$ cat config.mk
export PLATFORM = sky130hd
export DESIGN_NAME = pcpl_top
export DESIGN_NICKNAME = d
export VERILOG_FILES = /design/src/pcpl_pkg.sv /design/src/pcpl_sync.sv /design/src/pcpl_top.sv
export VERILOG_INCLUDE_DIRS = /design/src
export SDC_FILE = /design/constraint.sdc
export NUM_CORES = 1
export LEC_CHECK = 0
export BUFFER_PORTS_ARGS = -buffer_cell sky130_fd_sc_hd__buf_2
export CAP_MARGIN = 40
export CORE_MARGIN = 3
export CORE_UTILIZATION = 51
export CTS_CLUSTER_DIAMETER = 120
export DETAILED_ROUTE_END_ITERATION = 8
export HOLD_SLACK_MARGIN = 0.12
export MAX_ROUTING_LAYER = met4
export PLACE_DENSITY = 0.73
export RECOVER_POWER = 50
export REMOVE_ABC_BUFFERS = 1
export SLEW_MARGIN = 20
export SYNTH_ARGS = -nofsm -noshare
export SYNTH_HDL_FRONTEND = slang
export SYNTH_SLANG_ARGS = --single-unit
$ cat constraint.sdc
create_clock -name clk -period 2.7 [get_ports clk]
set_clock_uncertainty 0.15 [all_clocks]
set_input_delay 0 -clock clk [delete_from_list [all_inputs] [get_ports clk]]
set_output_delay 0 -clock clk [all_outputs]
set_load 0.01 [all_outputs]
$ cat src/pcpl_regs.svh
`ifndef PCPL_REGS_SVH
`define PCPL_REGS_SVH

// -------------------------------------------------------------------
// Management frame layout
// -------------------------------------------------------------------
`define PCPL_PRE_MIN 32
`define PCPL_HDR_LAST 4'hb
`define PCPL_WR_LAST 5'h11
`define PCPL_RD_LAST 5'h0f
`define PCPL_OP_WRITE 2'h1
`define PCPL_OP_READ 2'h2
`define PCPL_OP_MSB 11
`define PCPL_OP_LSB 10
`define PCPL_PHY_MSB 9
`define PCPL_PHY_LSB 5
`define PCPL_REG_MSB 4
`define PCPL_REG_LSB 0

// -------------------------------------------------------------------
// Synchroniser reset levels {reset_n, pin, mdio, mdc}
// -------------------------------------------------------------------
`define PCPL_SYNC_RST 4'he
`define PCPL_SY_MDC 0
`define PCPL_SY_MDIO 1
`define PCPL_SY_PIN 2
`define PCPL_SY_RSTN 3

`endif

$ cat src/pcpl_pkg.sv
package pcpl_pkg;

  typedef enum logic [2:0] {
    PCPL_S_PRE = 3'b000,
    PCPL_S_ST  = 3'b001,
    PCPL_S_HDR = 3'b010,
    PCPL_S_WR  = 3'b011,
    PCPL_S_TA1 = 3'b100,
    PCPL_S_TA2 = 3'b101,
    PCPL_S_RD  = 3'b110
  } pcpl_state_t;

endpackage : pcpl_pkg

$ cat src/pcpl_sync.sv
module pcpl_sync #(
  parameter int W = 4,
  parameter logic [W-1:0] RST_VAL = '0
) (
  input wire logic clk,
  input wire logic arst_n,
  input wire logic [W-1:0] d,
  output logic [W-1:0] q
);

  logic [W-1:0] meta_reg;

  // Only the second stage reads the first
  always_ff @(posedge clk or negedge arst_n) begin
    if (!arst_n) begin
      meta_reg <= RST_VAL;
      q <= RST_VAL;
    end else begin
      meta_reg <= d;
      q <= meta_reg;
    end
  end

endmodule : pcpl_sync

$ cat src/pcpl_top.sv
`include "pcpl_regs.svh"

// How it works
// - Data line released unless device answers.
// - Dual pin defaults to power-down input.
// - Pin low in power-down role powers down.
// - Interrupt role drives pin low when pending.
// - Reset pin low re-initialises frame engine and pin logic.
module pcpl_top
  import pcpl_pkg::*;
#(
  parameter int PRE_MIN = `PCPL_PRE_MIN
) (
  input wire logic clk,
  input wire logic arst_n,
  input wire logic mdc,
  input wire logic mdio_in,
  output logic mdio_out,
  output logic mdio_oe,
  input wire logic irq_or_powerdown_pin_in,
  output logic irq_or_powerdown_pin_out,
  output logic irq_or_powerdown_pin_oe,
  input wire logic hw_reset_pin_n,
  input wire logic cfg_irq_mode,
  input wire logic irq_pending,
  input wire logic [4:0] phy_addr,
  input wire logic [15:0] reg_rd_data,
  output logic [4:0] reg_addr,
  output logic [15:0] reg_wr_data,
  output logic reg_wr_pulse,
  output logic reg_rd_pulse,
  output logic power_down,
  output logic regs_init
);

  // -------------------------------------------------------------------
  // Parameter check
  // -------------------------------------------------------------------
  if (PRE_MIN < 1 || PRE_MIN > 63) begin : g_bad_pre
    $error("PRE_MIN must lie in 1..63");
  end

  // -------------------------------------------------------------------
  // Pin synchronisers and management clock edge
  // -------------------------------------------------------------------
  logic [3:0] sync_q;
  logic mdc_s, mdio_s, pin_s, rst_s, init;
  logic mdc_d_reg;
  logic mdc_rise;

  pcpl_sync #(.W(4), .RST_VAL(`PCPL_SYNC_RST)) u_sync (
    .clk(clk),
    .arst_n(arst_n),
    .d({hw_reset_pin_n, irq_or_powerdown_pin_in, mdio_in, mdc}),
    .q(sync_q)
  );

  assign mdc_s = sync_q[`PCPL_SY_MDC];
  assign mdio_s = sync_q[`PCPL_SY_MDIO];
  assign pin_s = sync_q[`PCPL_SY_PIN];
  assign rst_s = sync_q[`PCPL_SY_RSTN];
  assign init = ~rst_s;

  assign mdc_rise = mdc_s & ~mdc_d_reg;

  always_ff @(posedge clk or negedge arst_n) begin
    if (!arst_n) begin
      mdc_d_reg <= 1'b0;
    end else begin
      mdc_d_reg <= mdc_s;
    end
  end

  // -------------------------------------------------------------------
  // Management frame engine
  // -------------------------------------------------------------------
  pcpl_state_t state_reg, state_next;
  logic [5:0] pre_reg, pre_next;
  logic [4:0] cnt_reg, cnt_next;
  logic [11:0] hdr_reg, hdr_next;
  logic [15:0] sh_reg, sh_next;
  logic mdio_out_reg, mdio_out_next;
  logic mdio_oe_reg, mdio_oe_next;
  logic [4:0] addr_reg, addr_next;
  logic [15:0] wdata_reg, wdata_next;
  logic wr_reg, wr_next;
  logic rd_reg, rd_next;
  logic [11:0] hdr_shift;
  logic [15:0] sh_in;
  logic hdr_mine;
  logic [1:0] hdr_op;

  assign hdr_shift = {hdr_reg[10:0], mdio_s};
  assign sh_in = {sh_reg[14:0], mdio_s};
  assign hdr_op = hdr_shift[`PCPL_OP_MSB:`PCPL_OP_LSB];
  assign hdr_mine = (hdr_shift[`PCPL_PHY_MSB:`PCPL_PHY_LSB] == phy_addr);

  always_comb begin
    state_next = state_reg;
    pre_next = pre_reg;
    cnt_next = cnt_reg;
    hdr_next = hdr_reg;
    sh_next = sh_reg;
    mdio_out_next = mdio_out_reg;
    mdio_oe_next = mdio_oe_reg;
    addr_next = addr_reg;
    wdata_next = wdata_reg;
    wr_next = 1'b0;
    rd_next = 1'b0;
    if (mdc_rise) begin
      case (state_reg)
        PCPL_S_PRE: begin
          if (mdio_s) begin
            if (pre_reg != 6'h3f) begin
              pre_next = pre_reg + 6'h01;
            end
          end else begin
            if (pre_reg >= 6'(PRE_MIN)) begin
              state_next = PCPL_S_ST;
            end
            pre_next = 6'h00;
          end
        end
        PCPL_S_ST: begin
          state_next = mdio_s ? PCPL_S_HDR : PCPL_S_PRE;
          cnt_next = 5'({1'b0, `PCPL_HDR_LAST});
        end
        PCPL_S_HDR: begin
          hdr_next = hdr_shift;
          if (cnt_reg == 5'h00) begin
            addr_next = hdr_shift[`PCPL_REG_MSB:`PCPL_REG_LSB];
            if (hdr_mine && hdr_op == `PCPL_OP_READ) begin
              rd_next = 1'b1;
              state_next = PCPL_S_TA1;
            end else if (hdr_mine && hdr_op == `PCPL_OP_WRITE) begin
              cnt_next = `PCPL_WR_LAST;
              state_next = PCPL_S_WR;
            end else begin
              // Frames for other addresses, or with an opcode other than read or write, are not followed further
              state_next = PCPL_S_PRE;
            end
          end else begin
            cnt_next = cnt_reg - 5'h01;
          end
        end
        PCPL_S_WR: begin
          // Turnaround bits shift through and fall off the top
          sh_next = sh_in;
          if (cnt_reg == 5'h00) begin
            wdata_next = sh_in;
            wr_next = 1'b1;
            state_next = PCPL_S_PRE;
          end else begin
            cnt_next = cnt_reg - 5'h01;
          end
        end
        PCPL_S_TA1: begin
          mdio_oe_next = 1'b1;
          mdio_out_next = 1'b0;
          sh_next = reg_rd_data;
          state_next = PCPL_S_TA2;
        end
        PCPL_S_TA2: begin
          mdio_out_next = sh_reg[15];
          sh_next = {sh_reg[14:0], 1'b0};
          cnt_next = `PCPL_RD_LAST;
          state_next = PCPL_S_RD;
        end
        PCPL_S_RD: begin
          if (cnt_reg == 5'h00) begin
            mdio_oe_next = 1'b0;
            mdio_out_next = 1'b1;
            state_next = PCPL_S_PRE;
          end else begin
            mdio_out_next = sh_reg[15];
            sh_next = {sh_reg[14:0], 1'b0};
            cnt_next = cnt_reg - 5'h01;
          end
        end
        default: begin
          state_next = PCPL_S_PRE;
          mdio_oe_next = 1'b0;
        end
      endcase
    end
  end

  always_ff @(posedge clk or negedge arst_n) begin
    if (!arst_n) begin
      state_reg <= PCPL_S_PRE;
      pre_reg <= 6'h00;
      cnt_reg <= 5'h00;
      hdr_reg <= 12'h000;
      sh_reg <= 16'h0000;
      mdio_out_reg <= 1'b1;
      mdio_oe_reg <= 1'b0;
      addr_reg <= 5'h00;
      wdata_reg <= 16'h0000;
      wr_reg <= 1'b0;
      rd_reg <= 1'b0;
    end else if (init) begin
      state_reg <= PCPL_S_PRE;
      pre_reg <= 6'h00;
      cnt_reg <= 5'h00;
      hdr_reg <= 12'h000;
      sh_reg <= 16'h0000;
      mdio_out_reg <= 1'b1;
      mdio_oe_reg <= 1'b0;
      addr_reg <= 5'h00;
      wdata_reg <= 16'h0000;
      wr_reg <= 1'b0;
      rd_reg <= 1'b0;
    end else begin
      state_reg <= state_next;
      pre_reg <= pre_next;
      cnt_reg <= cnt_next;
      hdr_reg <= hdr_next;
      sh_reg <= sh_next;
      mdio_out_reg <= mdio_out_next;
      mdio_oe_reg <= mdio_oe_next;
      addr_reg <= addr_next;
      wdata_reg <= wdata_next;
      wr_reg <= wr_next;
      rd_reg <= rd_next;
    end
  end

  // -------------------------------------------------------------------
  // Dual-purpose pin and reset status
  // -------------------------------------------------------------------
  logic cfg_mode_reg, pd_reg, pin_oe_reg, pin_out_reg, init_reg;
  logic pd_next, pin_oe_next;

  assign pd_next = ~cfg_mode_reg & ~pin_s;
  assign pin_oe_next = cfg_mode_reg & irq_pending;

  always_ff @(posedge clk or negedge arst_n) begin
    if (!arst_n) begin
      cfg_mode_reg <= 1'b0;
      pd_reg <= 1'b0;
      pin_oe_reg <= 1'b0;
      pin_out_reg <= 1'b0;
      init_reg <= 1'b1;
    end else begin
      cfg_mode_reg <= cfg_irq_mode & ~init;
      pd_reg <= pd_next & ~init;
      pin_oe_reg <= pin_oe_next & ~init;
      pin_out_reg <= 1'b0;
      init_reg <= init;
    end
  end

  assign mdio_out = mdio_out_reg;
  assign mdio_oe = mdio_oe_reg;
  assign irq_or_powerdown_pin_out = pin_out_reg;
  assign irq_or_powerdown_pin_oe = pin_oe_reg;
  assign reg_addr = addr_reg;
  assign reg_wr_data = wdata_reg;
  assign reg_wr_pulse = wr_reg;
  assign reg_rd_pulse = rd_reg;
  assign power_down = pd_reg;
  assign regs_init = init_reg;
endmodule : pcpl_top

==> impl_metrics.ini, run 1 <==
[global_routing]
grt-ovfl-total = 0
grt_max_degree = 48
grt_pass1_wl_um = 14290
antenna_found_initial = 0
grt_pass1_vias = 2936
grt_usage_pct = 22.33

[worst_setup_path]
reg2reg_slack_ps = 230
max_stage_delay_ps = 620
reg2reg_depth = 7
r2r_end = reg_rd_pulse
reg2reg_from = hdr_reg[4]
cp_max_fo = 3
timing.critical_path.cells = xnor2_1 -> nand2_1 -> dlygate4sd3_1 -> nor4_1 -> dlygate4sd3_1 -> nand2_1 -> nor2_1
slowest_stage = dlygate4sd3_1
cp.required_ps = 2810
endpoint_kind = flop
cp.arrival_ps = 2580
worst_setup_path_start_kind = flop
critPathKind = reg2reg

[logic_synthesis]
syn_area_um2 = 3591
yosys-top-cells-area = dfrtp_1, dfstp_2, o21ai_0
ys_warn_count = 0
async_flop_share_pct = 100.0
avgSynthCellArea_um2 = 10.59
synthCells = 339
ys_seq_area_share_pct = 55.33
synthFlopType = dfrtp_1
synth_edf_count = 0
ys_seq_elements = 79
yosys.cell_types.count = 51
synth_top_area_share_pct = 49.48
yosysTopAreaCell = dfrtp_1

[clocking]
h-tree-depth = 3
insertion_delay_ps = 350
cts_tree = built
cts_buffers = 9
clockBufferDepth = 2
clock_sinks = 79
path_clk_slew_ps = 90
cts_root_buffer = clkbuf_8
post-cts-setup-buffers = 0

[detailed_routing]
wl_met2_um = 4214
vias = 2882
dr.pass1.iters = 4
wl_per_cell_um = 16.06
via_per_inst = 5.511
drt_iter0_drc = 229
drc = 0
ant_nets = 0
top_layer_used = met4
routed_wirelength_um = 8397
drt-met1-wl_um = 3755
wl_met3_um = 314

[finish]
final_common_cell = dfrtp_1
diodes = 0
drive_above_1_share_pct = 16.74
stdcell_count = 523
layout.nets = 457
fin_area_um2 = 4394
layout_common_cells = dfrtp_1, o21ai_0, nand2_1, clkbuf_1, dlygate4sd3_1
area_growth_pct = 22.37

[place]
port_buffers = 56
dp_cells = 476
gp_congestion = 0.8952
dpl-instance-area_um2 = 3979
detailed_place_hpwl_um = 5285

[sta]
finalCritPeriodShare_pct = 91.42
slew_violations = 0
tightest_slew_ps = 1120
grt_setup_unrepaired = false
relSlewSlack_pct = 25.31
period_needed_ps = 2468
setup_tns_ps = 0
setup_viol = 0
max_freq_mhz = 405.1
finalHoldViolCount = 0

[run]
max_cap_violations = 0

[min_path]
hold_path.class = in2reg
hold_depth = 2
holdPathEnd = u_sync.meta_reg[0]
worstHoldStart = mdc

[power_and_ir_drop]
power_density_nw_per_um2 = 498.7
vdd_drop_max_mv = 0.3777
power.leakage_nw = 1.877

[floorplanning]
io_pins = 58
core_area_um2 = 6568
die_height_um = 89.91
rows = 29
chipWidth_um = 89.91
dieArea_um2 = 8084
initial_core_util_pct = 54.68

[run_status]
status = completed
-- cell families (layout without fill, tap and decap cells) --
family / Yosys count / count (layout) / share of synthesized area, %
AND/OR/NAND/NOR: 97 / 97 / 14.08
AO/OA/AOI/OAI: 95 / 95 / 18.08
flip-flops: 79 / 79 / 55.33
buffers and inverters: 40 / 131 / 4.982
multiplexers: 14 / 14 / 3.937
XOR/XNOR: 10 / 10 / 2.439
adder cells (fa/ha/maj): 3 / 3 / 1.045
other: 1 / 1 / 0.1044
-- layout make-up --
class | instances | area, um2
timing repair buffer | 96 | 614.3
clock inverter | 6 | 43.79
inverter | 19 | 71.32
sequential | 79 | 1987
clock buffer | 10 | 127.6
multi-input combinational | 220 | 1434
tap | 93 | 116.4
fill | 516 | 2173
-- worst max-delay path: cells and delay by family (launching register included) --
family	cells	cell delay, ps
xor gates and xnor gates	1	200
DFF	1	420
and+or+nand+nor	4	410
buffers and inverters	2	1210
-- where the power goes --
part	internal [W]	total [W]	switching, W
logic	0.0000781	0.000183	0.000104
registers	0.00121	0.00123	0.0000188
clock network	0.000339	0.000782	0.000443
-- metrics by stage --
stage | utilization [%] | power (W) | hold WS, ps | setup WS [ps]
global placement | 60.16 | 0.001395 | -45.39 | 426.7
finish | 66.91 | 0.002191 | 148.1 | 231.6
global route | 66.91 | 0.002294 | 136.8 | 155.7
CTS | 68.07 | 0.002223 | 125.0 | 300.2
floorplan | - | 0.001318 | -445.6 | -33.26
detailed placement | 60.58 | 0.001403 | -169.8 | 373.6
-- synthesized netlist by cell type (all sizes together) (8+ instances only) --
cell type and n:
dfrtp 71, nand2 32, a22oi 17, xnor2 10, dfstp 8, buf 11
o21ai 33, mux2i 13, nor2 26, nand3 12, clkbuf 10, inv 19
a22o 17, a21oi 9
-- worst max-delay path by stage --
| stage | from | endpoint | slack, ps |
|---|---|---|---|
| 2_1_floorplan | u_sync.q[3] | sh_reg[10] | -30 |
| 3_3_place_gp | cnt_reg[0] | cnt_reg[2] | 430 |
| 3_5_place_dp | cnt_reg[0] | cnt_reg[2] | 370 |
| 4_1_cts | hdr_reg[4] | reg_rd_pulse | 300 |
| 5_1_grt | hdr_reg[4] | reg_rd_pulse | 160 |
| 6_report | hdr_reg[4] | reg_rd_pulse | 230 |
-- layer usage --
| layer | up-vias | GRT usage [%] |
|---|---|---|
| met5 | - | - |
| met4 | 0 | 6.760 |
| met3 | 14 | 4.674 |
| met2 | 75 | 35.34 |
| met1 | 1424 | 29.32 |
| li1 | 1369 | - |
-- what timing repair did --
item	in CTS	in global routing
endpoints found under the hold margin	105	0
hold buffers	31	0
gates resized for setup	0	0
(Power assumes the default switching activity.)
==> run 2: changes to the inputs <==
--- a/config.mk
+++ b/config.mk
@@ -11,10 +11,11 @@
 export CORE_MARGIN = 3
 export CORE_UTILIZATION = 51
 export CTS_CLUSTER_DIAMETER = 120
+export CTS_CLUSTER_SIZE = 10
 export DETAILED_ROUTE_END_ITERATION = 8
 export HOLD_SLACK_MARGIN = 0.12
 export MAX_ROUTING_LAYER = met4
-export PLACE_DENSITY = 0.73
+export PLACE_DENSITY = 0.76
 export RECOVER_POWER = 50
 export REMOVE_ABC_BUFFERS = 1
 export SLEW_MARGIN = 20
==> impl_metrics.ini, run 2 (synthesis gave the netlist of run 1 again) <==
[global_routing]
grt_usage_pct = 21.87
grt-ovfl-total = 0
grt_pass1_vias = 2931
antenna_found_initial = 0
grt_pass1_wl_um = 13890
grt_max_degree = 52

[floorplanning]
dieArea_um2 = 8084
initial_core_util_pct = 54.68
die_height_um = 89.91
core_area_um2 = 6568
rows = 29
chipWidth_um = 89.91
io_pins = 58

[place]
dp_cells = 477
pre_cts_ws_ps = 370.6
detailed_place_hpwl_um = 5206
gp_congestion = 0.8259
port_buffers = 56

[clocking]
insertion_delay_ps = 350
cts_root_buffer = clkbuf_8
cts_buffers = 9
post-cts-setup-buffers = 0
cts_resized = 0
cts_hold_buffers = 31
cts_tree = built
clockBufferDepth = 2
h-tree-depth = 3
clock_sinks = 79
path_clk_slew_ps = 80

[detailed_routing]
ant_nets = 0
routed_wirelength_um = 8102
wl_per_cell_um = 15.46
dr.pass1.iters = 4
drt_iter0_drc = 169
vias = 2874
via_per_inst = 5.485
drc = 0

[power_and_ir_drop]
total_power_w = 0.002232
power.leakage_nw = 1.893
power_density_nw_per_um2 = 503.8
vdd_drop_max_mv = 0.3823

[finish]
area_growth_pct = 23.38
diodes = 0
final_common_cell = dfrtp_1
drive_above_1_share_pct = 16.94
seq_area_um2 = 1987
layout.nets = 458
multi_input_area_um2 = 1434
fillers = 517
stdcell_count = 524
layout_common_cells = dfrtp_1, o21ai_0, nand2_1, dlygate4sd3_1

[sta]
grt_setup_unrepaired = false
finalCritPeriodShare_pct = 88.71
period_needed_ps = 2395
hold_ws_ps = 152.6
finalHoldViolCount = 0
max_freq_mhz = 417.5
slew_violations = 0
setup_slack_ps = 304.9
relSlewSlack_pct = 19.03
setup_viol = 0
tightest_slew_ps = 1215

[run]
max_cap_violations = 0

[min_path]
hold_path.class = in2reg

[worst_setup_path]
cp.arrival_ps = 2520
cp.required_ps = 2820
cp_max_fo = 3
critPathKind = reg2reg
worst_setup_path_start_kind = flop
endpoint_kind = flop

[run_status]
status = completed
-- run 2: cell count changes in the layout (fill, tap and decap cells not counted), sizes merged --
cell / change
dlymetal6s2s: +1
buf: +2
clkinv: -2
inv: -1
clkinvlp: +2
clkbuf: -1
-- run 2: path summary, 6_finish.rpt --
| check | to | slack [ps] | start | cells past startpoint |
|---|---|---|---|---|
| hold / removal | u_sync.meta_reg[2] | 150 | irq_or_powerdown_pin_in | 2 |
| setup reg to reg | reg_rd_pulse | 300 | hdr_reg[4] | 7 |
| hold reg to reg | u_sync.q[0] | 210 | u_sync.meta_reg[0] | 0 |
| setup / recovery | reg_rd_pulse | 300 | hdr_reg[4] | 7 |
| min in group asynchronous | regs_init | 740 | arst_n | 3 |
| max in group asynchronous | sh_reg[15] | 450 | arst_n | 4 |
-- run 2: where the power goes --
part / internal [W] / switching [W]
registers: 0.00121 / 0.0000164
logic: 0.0000799 / 0.000105
clock network: 0.000389 / 0.000434
-- run 2: cell type report --
cell class | count | share of cell area (%)
flip-flops and latches | 79 | 44.85
multi-input cells | 220 | 32.36
repair buffers | 97 | 14.23
clock buffers | 11 | 3.417
well taps | 93 | 2.626
inverters | 19 | 1.610
clock inverters | 5 | 0.9037
-- run 2: metrics by stage --
| step | setup TNS [ps] | util, % | area (um2) |
|---|---|---|---|
| after CTS | 0 | 68.49 | 4498 |
| after detailed placement | 0 | 60.70 | 3986 |
| after floorplan | -465.6 | - | 3483 |
| final | 0 | 67.46 | 4431 |
| after global placement | 0 | 60.28 | 3959 |
| after global routing | 0 | 67.46 | 4431 |
-- run 2: routing by layer --
metal	track usage (%)	share of wire, %
met3	4.591	3.1
met4	7.908	1.8
met2	35.21	52
met1	27.61	43
met5	-	0
-- run 2: worst max-delay path, cell delays in order (launching register included) --
cell           delay (ps)
dfrtp_1               410
xnor2_1               170
nand2_1                90
dlygate4sd3_1         600
nor4_1                170
dlygate4sd3_1         580
nand2_1                50
nor2_1                100
==> run 3: changes to the inputs <==
--- a/config.mk
+++ b/config.mk
@@ -21,4 +21,5 @@
 export SLEW_MARGIN = 20
 export SYNTH_ARGS = -nofsm -noshare
 export SYNTH_HDL_FRONTEND = slang
+export SYNTH_HIERARCHICAL = 1
 export SYNTH_SLANG_ARGS = --single-unit
==> impl_metrics.ini, run 3 <==
[logic_synthesis]
synthCells = 344
synth_edf_count = 0
ys_warn_count = 6
yosys.cell_types.count = 54
avgSynthCellArea_um2 = 10.38
yosysTopAreaCell = dfrtp_1
ys_seq_elements = 79
synth_common_cells = dfrtp_1, nand2_1, a21oi_1
ys_seq_area_share_pct = 55.62
yosysMostFrequentCell = dfrtp_1
synth_top_area_share_pct = 49.74
syn_area_um2 = 3572
synthFlopType = dfrtp_1
async_flop_share_pct = 100.0
yosys-top-cells-area = dfrtp_1, dfstp_2, a21oi_1

[detailed_routing]
ant_nets = 0
drc = 0
routed_wirelength_um = 8430
via_per_inst = 5.493
wl_per_cell_um = 15.79
vias = 2933
dr.pass1.iters = 4
drt_iter0_drc = 181

[sta]
grt_setup_unrepaired = false
period_needed_ps = 2545
tightest_slew_ps = 1236
setup_slack_ps = 154.6
finalCritPeriodShare_pct = 94.27
max_freq_mhz = 392.9
setup_viol = 0
relSlewSlack_pct = 17.57
hold_ws_ps = 133.2
finalHoldViolCount = 0
slew_violations = 0

[floorplanning]
chipWidth_um = 89.69
initial_core_util_pct = 54.39
io_pins = 58
dieArea_um2 = 8044
rows = 29
core_area_um2 = 6568
die_height_um = 89.69

[clocking]
h-tree-depth = 3
cts_buffers = 9
cts_tree = built
clockBufferDepth = 2
clock_sinks = 79
cts_root_buffer = clkbuf_8
path_clk_slew_ps = 70
insertion_delay_ps = 350

[worst_setup_path]
worst_setup_path_start_kind = flop
reg2reg_slack_ps = 150
cp.required_ps = 2820
cp_max_fo = 3
crit_path_start = hdr_reg[5]
r2r_end = reg_rd_pulse
reg2reg_depth = 7
cp.arrival_ps = 2660
critPathKind = reg2reg
reg2reg_from = hdr_reg[5]
crit_path_end = reg_rd_pulse
endpoint_kind = flop

[place]
pre_cts_ws_ps = 394.9
gp_congestion = 0.8620
port_buffers = 56
detailed_place_hpwl_um = 5377
dpl-instance-area_um2 = 4001

[global_routing]
grt-ovfl-total = 0
busiest_layer = met2
gr-usage-met3_pct = 3.741
grt_pass1_wl_um = 13640
grt_max_degree = 54
grt_pass1_vias = 2811
antenna_found_initial = 0
grt_usage_pct = 23.26
grt.met1_usage_pct = 31.80
met2_usage_pct = 34.57

[run_status]
status = completed

[finish]
layout.nets = 467
diodes = 0
final_common_cell = dfrtp_1
layout_common_cells = dfrtp_1, nand2_1, a21oi_1
area_growth_pct = 26.37
drive_above_1_share_pct = 22.22
fin_area_um2 = 4514
final_util_pct = 68.74

[power_and_ir_drop]
power.leakage_nw = 1.966
vdd_drop_max_mv = 0.3998
power_density_nw_per_um2 = 658.2
total_power_w = 0.002971

[min_path]
hold_depth = 6
hold_path.class = in2reg

[run]
max_cap_violations = 0
run 3: cell types whose count changed after synthesis, sizes merged, moves of 4 or more:
cell	previous run	this run
mux2i	13	3
o21ai	33	22
xnor2	10	6
nand2	32	42
inv	19	10
a21oi	9	33
run 3: kinds of logic after synthesis:
group / count (synthesis) / share of synthesized area (%)
xor gates and xnor gates: 9 / 2.207
other: 1 / 0.1050
and+or+nand+nor: 114 / 15.94
adders and majority gates: 2 / 0.7004
buffers and inverters: 29 / 4.028
DFF: 79 / 55.62
AOI/OAI and AO/OA: 106 / 20.25
muxes: 4 / 1.156
run 3: metal layers:
| metal | part of all wire, % | wire length (um) | up-vias |
|---|---|---|---|
| met5 | 0 | 0 | - |
| met4 | 1.7 | 144 | 0 |
| met3 | 5.5 | 461 | 20 |
| met2 | 48 | 4018 | 89 |
| met1 | 45 | 3805 | 1421 |
| li1 | - | - | 1403 |
run 3: layout make-up:
type / count / area [um2]
fill: 523 / 2053
sequential: 79 / 1987
multi-input combinational: 236 / 1480
timing repair buffer: 100 / 638.1
clock buffer: 11 / 151.4
tap: 93 / 116.4
clock inverter: 5 / 103.9
inverter: 10 / 37.54
run 3: through the flow:
| stage | std cells | setup TNS [ps] |
|---|---|---|
| 6_report | 534 | 0 |
| 5_1_grt | 534 | 0 |
| 4_1_cts | 533 | 0 |
| 3_5_place_dp | 487 | 0 |
| 3_3_place_gp | 484 | 0 |
| 2_1_floorplan | 325 | -8716 |
run 3: repair_timing:
item                                    CTS  global route
endpoints found under the hold margin   104             0
gates resized for setup                   0             3
endpoints found under the setup margin    0             1
buffers inserted                          0             1
hold buffers                             30             0
run 3: worst min-delay path by stage:
stage | start | to
after global routing | mdio_in | u_sync/meta_reg[1]
after detailed placement | arst_n | pre_reg[0]
final | phy_addr[0] | state_reg[0]
after floorplan | arst_n | cfg_mode_reg
after global placement | mdio_in | u_sync/meta_reg[1]
after CTS | mdc | u_sync/meta_reg[0]
run 3: power by group:
group          switching [W]  leakage (nW)  internal (W)  total (W)
clock               0.000429         0.130      0.000665    0.00109
sequential         0.0000886          1.03       0.00125    0.00134
combinational       0.000304         0.804      0.000231   0.000535
total               0.000822          1.97       0.00215    0.00297
run 3: critical path: stages, from the launching register on:
cell	delay, ps
dfrtp_1	430
xnor2_2	180
nand2_1	70
dlygate4sd3_1	570
nor3_1	150
dlygate4sd3_1	560
nand3b_1	150
nor3_2	210
